$ cat config.mk
export PLATFORM = sky130hd
export DESIGN_NAME = volume_mute_analog_ctrl_regs
export DESIGN_NICKNAME = d
export VERILOG_FILES = /design/src/vol_regs_pkg.sv /design/src/volume_mute_analog_ctrl_regs.sv
export SDC_FILE = /design/constraint.sdc
export NUM_CORES = 1
export LEC_CHECK = 0
export BUFFER_PORTS_ARGS = -buffer_cell sky130_fd_sc_hd__clkbuf_2
export CAP_MARGIN = 20
export CORE_MARGIN = 2
export CORE_UTILIZATION = 55
export DETAILED_ROUTE_END_ITERATION = 10
export GPL_TIMING_DRIVEN = 0
export HOLD_SLACK_MARGIN = 0.02
export PLACE_DENSITY_LB_ADDON = 0.12
export SYNTH_ARGS = -nofsm -noshare
export SYNTH_HDL_FRONTEND = slang
export SYNTH_SLANG_ARGS = --single-unit
$ cat constraint.sdc
create_clock -name i_sys_clk -period 3.5 [get_ports i_sys_clk]
set_clock_uncertainty 0.1 [all_clocks]
set_input_delay 0.7 -clock i_sys_clk [delete_from_list [all_inputs] [get_ports i_sys_clk]]
set_output_delay 0.7 -clock i_sys_clk [all_outputs]
set_load 0.02 [all_outputs]
$ cat src/vol_regs_pkg.sv
// Shared constants and types for the volume, mute and analog control slice
`default_nettype none
package vol_regs_pkg;

    // ------------------------------------------------------------------
    // Register addresses on the control port
    // ------------------------------------------------------------------
    localparam logic [7:0] ADDR_VOL_CFG     = 8'h03;
    localparam logic [7:0] ADDR_LEFT_GAIN   = 8'h04;
    localparam logic [7:0] ADDR_RIGHT_GAIN  = 8'h05;
    localparam logic [7:0] ADDR_ANALOG_CTRL = 8'h06;

    // ------------------------------------------------------------------
    // Field positions and reset values
    // ------------------------------------------------------------------
    localparam int FADE_BIT       = 7;
    localparam int MUTE_RIGHT_BIT = 1;
    localparam int MUTE_LEFT_BIT  = 0;
    localparam int BRIDGE_BIT     = 7;
    localparam int RATE_HI        = 6;
    localparam int RATE_LO        = 4;
    localparam int AGAIN_HI       = 3;
    localparam int AGAIN_LO       = 2;
    localparam int SRC_CH_BIT     = 1;

    localparam logic [7:0] VOL_CFG_RESET   = 8'h80;
    localparam logic [7:0] VOL_CFG_WMASK   = 8'h83;
    localparam logic [7:0] GAIN_RESET      = 8'hcf;
    localparam logic [7:0] GAIN_MIN_VALID  = 8'h07;
    localparam logic [7:0] ANALOG_RESET    = 8'h51;
    localparam logic [1:0] AGAIN_FORBIDDEN = 2'h3;

    // Switching rate multiples of the word clock, indexed by rate code
    localparam logic [4:0] RATE_MULT [8] = '{
        5'h06, 5'h08, 5'h0a, 5'h0c, 5'h0e, 5'h10, 5'h14, 5'h18
    };

    // ------------------------------------------------------------------
    // Fade timing
    // ------------------------------------------------------------------
    localparam int CLK_PERIOD_NS    = 25;
    localparam int FADE_STEP_NS     = 10000;
    localparam int FADE_STEP_CYCLES = FADE_STEP_NS / CLK_PERIOD_NS;
    localparam logic [8:0] FADE_CNT_LAST = 9'(FADE_STEP_CYCLES - 1);

    // ------------------------------------------------------------------
    // Control port request
    // ------------------------------------------------------------------
    typedef struct packed {
        logic       wr;
        logic       rd;
        logic [7:0] addr;
        logic [7:0] data;
    } ctrl_req_t;

endpackage
`default_nettype wire

$ cat src/volume_mute_analog_ctrl_regs.sv
// Volume, soft mute, fade and analog control register slice
`default_nettype none
module volume_mute_analog_ctrl_regs (
    input  wire logic                    i_sys_clk,
    input  wire logic                    i_reset,
    input  wire vol_regs_pkg::ctrl_req_t i_req,
    input  wire logic                    i_double_speed,
    output logic [7:0]                   o_rd_data,
    output logic [7:0]                   o_left_gain_code,
    output logic [7:0]                   o_right_gain_code,
    output logic                         o_mute_left,
    output logic                         o_mute_right,
    output logic                         o_parallel_bridge_select,
    output logic                         o_parallel_source_channel,
    output logic [1:0]                   o_analog_gain,
    output logic [4:0]                   o_switch_mult
);
    import vol_regs_pkg::*;

    // ------------------------------------------------------------------
    // Register file
    // ------------------------------------------------------------------
    logic [7:0] cfg_reg, cfg_next;
    logic [7:0] target_reg [2];
    logic [7:0] target_next [2];
    logic [7:0] analog_reg, analog_next;
    logic [7:0] rd_reg, rd_next;

    always_comb begin
        cfg_next       = cfg_reg;
        target_next[0] = target_reg[0];
        target_next[1] = target_reg[1];
        analog_next    = analog_reg;
        rd_next        = rd_reg;
        if (i_req.wr) begin
            case (i_req.addr)
                ADDR_VOL_CFG: begin
                    // Reserved bits are not stored
                    cfg_next = i_req.data & VOL_CFG_WMASK;
                end
                ADDR_LEFT_GAIN: begin
                    target_next[0] = i_req.data;
                end
                ADDR_RIGHT_GAIN: begin
                    target_next[1] = i_req.data;
                end
                ADDR_ANALOG_CTRL: begin
                    analog_next = i_req.data;
                    // A forbidden gain code keeps the old setting
                    if (i_req.data[AGAIN_HI:AGAIN_LO] == AGAIN_FORBIDDEN) begin
                        analog_next[AGAIN_HI:AGAIN_LO] =
                            analog_reg[AGAIN_HI:AGAIN_LO];
                    end
                end
                default: begin
                end
            endcase
        end
        if (i_req.rd) begin
            case (i_req.addr)
                ADDR_VOL_CFG:     rd_next = cfg_reg;
                ADDR_LEFT_GAIN:   rd_next = target_reg[0];
                ADDR_RIGHT_GAIN:  rd_next = target_reg[1];
                ADDR_ANALOG_CTRL: rd_next = analog_reg;
                default:          rd_next = 8'h00;
            endcase
        end
    end

    always_ff @(posedge i_sys_clk) begin
        if (i_reset) begin
            cfg_reg       <= VOL_CFG_RESET;
            target_reg[0] <= GAIN_RESET;
            target_reg[1] <= GAIN_RESET;
            analog_reg    <= ANALOG_RESET;
            rd_reg        <= 8'h00;
        end else begin
            cfg_reg       <= cfg_next;
            target_reg[0] <= target_next[0];
            target_reg[1] <= target_next[1];
            analog_reg    <= analog_next;
            rd_reg        <= rd_next;
        end
    end

    // ------------------------------------------------------------------
    // Fade step timer
    // ------------------------------------------------------------------
    logic [8:0] step_cnt_reg, step_cnt_next;
    logic       step_tick;

    always_comb begin
        step_tick     = (step_cnt_reg == FADE_CNT_LAST);
        step_cnt_next = step_tick ? 9'h000 : step_cnt_reg + 9'h001;
    end

    always_ff @(posedge i_sys_clk) begin
        if (i_reset) begin
            step_cnt_reg <= 9'h000;
        end else begin
            step_cnt_reg <= step_cnt_next;
        end
    end

    // ------------------------------------------------------------------
    // Per channel applied gain and mute (0 = left, 1 = right)
    // ------------------------------------------------------------------
    logic [7:0] applied_reg [2];
    logic       mute_reg [2];
    logic       fade_en;

    assign fade_en = cfg_reg[FADE_BIT];

    for (genvar ch = 0; ch < 2; ch++) begin : g_chan
        logic [7:0] applied_next;
        logic       mute_next;
        logic       soft_mute;

        assign soft_mute = (ch == 0) ? cfg_reg[MUTE_LEFT_BIT]
                                     : cfg_reg[MUTE_RIGHT_BIT];

        // Each code step is one 0.5 dB gain step, so a fade walks codes
        always_comb begin
            applied_next = applied_reg[ch];
            if (!fade_en) begin
                applied_next = target_reg[ch];
            end else if (step_tick) begin
                if (applied_reg[ch] < target_reg[ch]) begin
                    applied_next = applied_reg[ch] + 8'h01;
                end else if (applied_reg[ch] > target_reg[ch]) begin
                    applied_next = applied_reg[ch] - 8'h01;
                end
            end
            // Below the -100 dB code the channel is silenced
            mute_next = soft_mute
                      | (applied_reg[ch] < GAIN_MIN_VALID);
        end

        always_ff @(posedge i_sys_clk) begin
            if (i_reset) begin
                applied_reg[ch] <= GAIN_RESET;
                mute_reg[ch]    <= 1'b0;
            end else begin
                applied_reg[ch] <= applied_next;
                mute_reg[ch]    <= mute_next;
            end
        end
    end

    // ------------------------------------------------------------------
    // Analog side decode
    // ------------------------------------------------------------------
    logic [4:0] mult_reg, mult_next;
    logic [4:0] base_mult;

    always_comb begin
        base_mult = RATE_MULT[analog_reg[RATE_HI:RATE_LO]];
        // Every listed multiple is even, so halving stays exact
        mult_next = i_double_speed ? (base_mult >> 1) : base_mult;
    end

    always_ff @(posedge i_sys_clk) begin
        if (i_reset) begin
            // Same multiple that the analog reset value selects
            mult_reg <= RATE_MULT[ANALOG_RESET[RATE_HI:RATE_LO]];
        end else begin
            mult_reg <= mult_next;
        end
    end

    assign o_rd_data                 = rd_reg;
    assign o_left_gain_code          = applied_reg[0];
    assign o_right_gain_code         = applied_reg[1];
    assign o_mute_left               = mute_reg[0];
    assign o_mute_right              = mute_reg[1];
    assign o_parallel_bridge_select  = analog_reg[BRIDGE_BIT];
    assign o_parallel_source_channel = analog_reg[SRC_CH_BIT];
    assign o_analog_gain             = analog_reg[AGAIN_HI:AGAIN_LO];
    assign o_switch_mult             = mult_reg;
endmodule
`default_nettype wire

# After elaboration in Yosys (flattened, before gate mapping)
# Memory sizes are Yosys's and may differ from the RTL's.
# Cells that the tools add are included.
[word_totals] word_cells=66 latchBits=0 ramBits=34 rom_bits=40 inputBits=21 mem_count=4 ff_bits=33
[classes] mux=24 n_eq_ne=6 magnitude_cmp=7 multipliers=0 n_div=0 reduce_logical=4 n_shift=0 bitwise=10 n_addsub=5
[mem_list] name="(name not given)" words=8 width=5 rd=1 rd_clocked_by_memory_dff=0 write_ports=0 line="volume_mute_analog_ctrl_regs.sv:157" text="base_mult = RATE_MULT[analog_reg[RATE_HI:RATE_LO]];"
[mem_list] name="applied_reg" words=2 width=8 rd=2 rd_clocked_by_memory_dff=0 write_ports=2 line="volume_mute_analog_ctrl_regs.sv:108" text="logic [7:0] applied_reg [2];"
[mem_list] name="target_reg" words=2 width=8 rd=2 rd_clocked_by_memory_dff=0 write_ports=2 line="volume_mute_analog_ctrl_regs.sv:24" text="logic [7:0] target_reg [2];"
[mem_list] name="mute_reg" words=2 width=1 rd=2 rd_clocked_by_memory_dff=0 write_ports=2 line="volume_mute_analog_ctrl_regs.sv:109" text="logic mute_reg [2];"
[ops] cell="two-way mux 8 bit" n=14
[ops] cell="case mux 8 bit (4 select lines)" n=1
[ops] cell="== test 8 x 3 -> 1 bit (second input constant)" n=3
[ops] cell="adder 8 x 1 -> 8 bit (second input constant)" n=2
[ops] cell="greater-than comparator 8 bit" n=2
[ops] cell="< comparator 8 x 3 -> 1 bit (second input constant)" n=2
[ops] cell="< comparator 8 bit" n=2
[ops] cell="two-way mux 16 bit" n=1
[ops] cell="subtractor 8 x 1 -> 8 bit (second input constant)" n=2
[ops] cell="two-way mux 5 bit" n=3
[ops] cell="adder 9 x 1 -> 9 bit (second input constant)" n=1
[ops] cell="== test 9 bit (second input constant)" n=1
[ops] cell="== test 8 x 2 -> 1 bit (second input constant)" n=1
[ops] cell="bitwise OR 1 bit" n=8
[ops] cell="two-way mux 1 bit" n=5
[ops] cell=">= comparator 4 bit (second input constant)" n=1
[ops] cell="inverter 3 -> 4 bit" n=1
[ops] cell="AND reduction 2 bit" n=2
[ops] cell="AND reduction 3 bit" n=1
[ops] cell="== test 2 bit (second input constant)" n=1
[ops] cell="OR reduction 2 bit" n=1
[ops] cell="inverter 1 bit" n=1

# Longest topological paths before layout
# An unclocked memory read counts as a cell.
[depth] depth_word=7 ltp_mapped=13 depth_no_buf=13

# Worst setup path after synthesis
# Ideal clock, no wire load.
[synth_timing] path_kind="reg2reg" start="mem applied_reg[0][1]" end="mem applied_reg[0][7]" t_arrival_ns=3.040 path_buffers=0 setup_slack_ns=0.238 t_required_ns=3.278 path_stages_with_launch=13 path_cell_list="dfxtp_1 -> ha_1 -> nor2b_1 -> o211ai_1 -> a21o_1 -> nand2_1 -> ha_1 -> a21o_1 -> a211oi_1 -> nor3_1 -> a211oi_1 -> xnor3_1 -> a221o_1"
[synth_rtl] element="start, declared" line="volume_mute_analog_ctrl_regs.sv:108"

==> summary.txt <==
Max-slew headroom: 50.68%
Area grow syn2layout: 15.55%
Finished Core Util: 65.97%
Total gr overflow: 0
Post-synth EDFFs: 0
Width of the die: 87.98 µm
Clk buf depth: 2
Initial Utilization: 57.09%
CP Capture Type: flip-flop
# diodes: 0
GPL Wtd Cong: 0.9089
Maximum number of pins on one net before global-route repair: 12
Crit path DAT: 3.48 ns
Required @ worst endpoint: 3.63 ns
Yosys cell types: 57
First-pass GRT wire length: 15800 µm
Most common cell after layout, fill and taps aside: dfxtp_1
Worst hold path class: flip-flop to flip-flop
DRT antenna net count: 0
Clk_lat worst skew: 0.35 ns
Fin. max-slew vios: 0
Routed wire length: 9962 µm
Fill cells: 616
Vias in the first global route: 3242
Final setup violation count: 0
Avg WL per Cell: 16.09 µm
Most frequent cells in the layout: 65 x dfxtp_1, 53 x clkbuf_2, 50 x nand2_1
Initial antenna violation count: 0
Dpl cell area: 0.004264 mm²
Worst slew pin tran: 0.7363 ns
CTS Buf Count: 9
Tmin final: 3.349 ns
Die area: 0.007740 mm²
Syn Nets: 508
Place WS: -0.03466 ns
Highest clock rate: 0.2986 GHz
Root buffer cell: clkbuf_8
Yosys warns: 0
Max rail drop VDD: 0.2627 mV
CTS sink cnt: 67
Clock-pin slew on the worst setup and hold paths: 0.07 ns
Nature of the critical path startpoint: flip-flop
Pre-Repair DR Iteration Count: 4
Vias: 3577
Hold_ws: 0.3472 ns
I/O pin cnt: 56
#FFs+latches synth: 67
Final hold vios: 0
Hold-fix buffers, CTS: 0
Final worst path period share: 95.70%
Maxcap violations: 0
Total global-route track usage: 26.46%
Crit Path Max Fanout: 9
CTS tree: built
Worst setup margin: 0.1505 ns
# H-tree levels: 3
Post-synthesis sequential area ratio: 34.58%
Setup Crit Path Kind: flip-flop to flip-flop
Cell area after layout: 0.004482 mm²
LEAKAGE: 2.059 nW
NumNets Final: 573
Async S/R FF share, synth: 0%
Ys flop type: dfxtp_1
# DRC: 0
Status: finished clean
Fraction of layout cells with a size suffix above 1: 18.36%
RSZ-0062 raised after global routing: no
Tot Pwr: 1.477 mW
Placeable Area: 0.006794 mm²
Final HPWL DP: 7267 µm
Mapped Avg Cell Area: 8.562 µm²
Violation count after the first detailed-route iteration: 316
IO Port Bufs: 53
Mapped Cells: 453
PD cells: 329.5 mW/mm²
Die H: 87.98 µm
Post-Syn Area: 0.003879 mm²
Vias/cell: 5.779
Cell row count: 30
## per-layer routing
metal  GRT usage (%)  wire length, µm  up-vias  share of wire, %
li1                -                -     1753                 -
met1           36.05             4628     1712                46
met2           42.56             4824       99                48
met4           7.552               95        0              0.95
met5               0                0        -                 0
met3           5.467              413       13               4.1
## kinds of logic after synthesis
logic type      synth area share, %
simple gates                  20.90
flops                         34.58
xor+xnor                      3.968
fa+ha+maj                     11.35
buf+inv                       5.548
compound gates                19.00
mux                           4.645
## stage by stage
step / std cells / TNS, ns
after floorplan: 453 / 0
after global placement: 602 / 0
after detailed placement: 602 / -0.03466
after CTS: 618 / 0
after global routing: 619 / 0
final: 619 / 0
## synth_stat cells (2+ instances only)
cell	instances	area share, %
nor2b_1	7	1.1
nand2_1	51	4.9
nor3_1	5	0.65
buf_4	4	0.77
and2_1	2	0.32
a222oi_1	7	1.8
xnor2_1	8	1.8
dfxtp_1	67	35
a21oi_1	25	3.2
clkbuf_1	13	1.3
nand2_2	4	0.65
a2bb2oi_1	7	1.6
nand3b_1	3	0.58
xor2_1	7	1.6
o21a_1	3	0.58
nand2b_1	4	0.65
a211oi_1	6	1.2
a21o_1	9	1.7
nand3_1	32	4.1
and3_1	4	0.65
inv_1	23	2.2
or2_2	3	0.48
nand4_1	4	0.65
a22o_1	2	0.45
or3_1	2	0.32
o221ai_1	2	0.45
nor2_1	37	3.6
a31oi_1	4	0.65
o21ai_0	15	1.9
buf_6	2	0.58
buf_1	2	0.19
fa_1	2	1.0
mux2i_1	18	4.6
ha_1	32	10
o21bai_1	2	0.39
a311oi_1	2	0.45
a31o_2	2	0.45
o211ai_1	12	2.3
## power breakdown
| group | leakage, nW | internal [mW] | switching, mW |
|---|---|---|---|
| Sequential | 0.541 | 0.767 | 0.00353 |
| Clock | 0.0971 | 0.327 | 0.293 |
| Combinational | 1.42 | 0.0313 | 0.0542 |
## critical path, stage by stage (launching register included)
cell and delay [ns]:
dfxtp_1 0.37, inv_1 0.11, ha_1 0.30, nor2b_1 0.13, o211ai_1 0.20, a21o_1 0.20, nand2_4 0.12, ha_1 0.31
a21o_1 0.21, a211oi_2 0.29, nor3_1 0.09, a211oi_1 0.25, xnor3_1 0.26, a221o_1 0.29
## path summary, 6_finish.rpt
check / cells past startpoint / end / slack, ns / start
min reg2reg: 1 / step_cnt_reg[0] / 0.35 / step_cnt_reg[0]
max reg2reg: 13 / applied_reg[0][7] / 0.15 / target_reg[0][1]
min: 1 / step_cnt_reg[0] / 0.35 / step_cnt_reg[0]
max: 13 / applied_reg[0][7] / 0.15 / target_reg[0][1]
## cell type report
type                            count  area [µm²]  area share (%)
Timing Repair Buffer               54       272.8           6.086
Sequential cell                    67        1344           29.98
Inverter                           23       86.33           1.926
Clock inverter                      5       53.80           1.200
Buffer                             23       128.9           2.875
Tap cell                           96       120.1           2.680
Clock buffer                       11       131.4           2.931
Multi-Input combinational cell    340        2345           52.32
## timing repair
item,CTS,global route
setup endpoints to repair,1,3
resized for setup,1,6
buffers inserted,0,1
pin swaps,0,1
hold endpoints to repair,0,0
No activity file was read; power rests on OpenSTA's default activity.
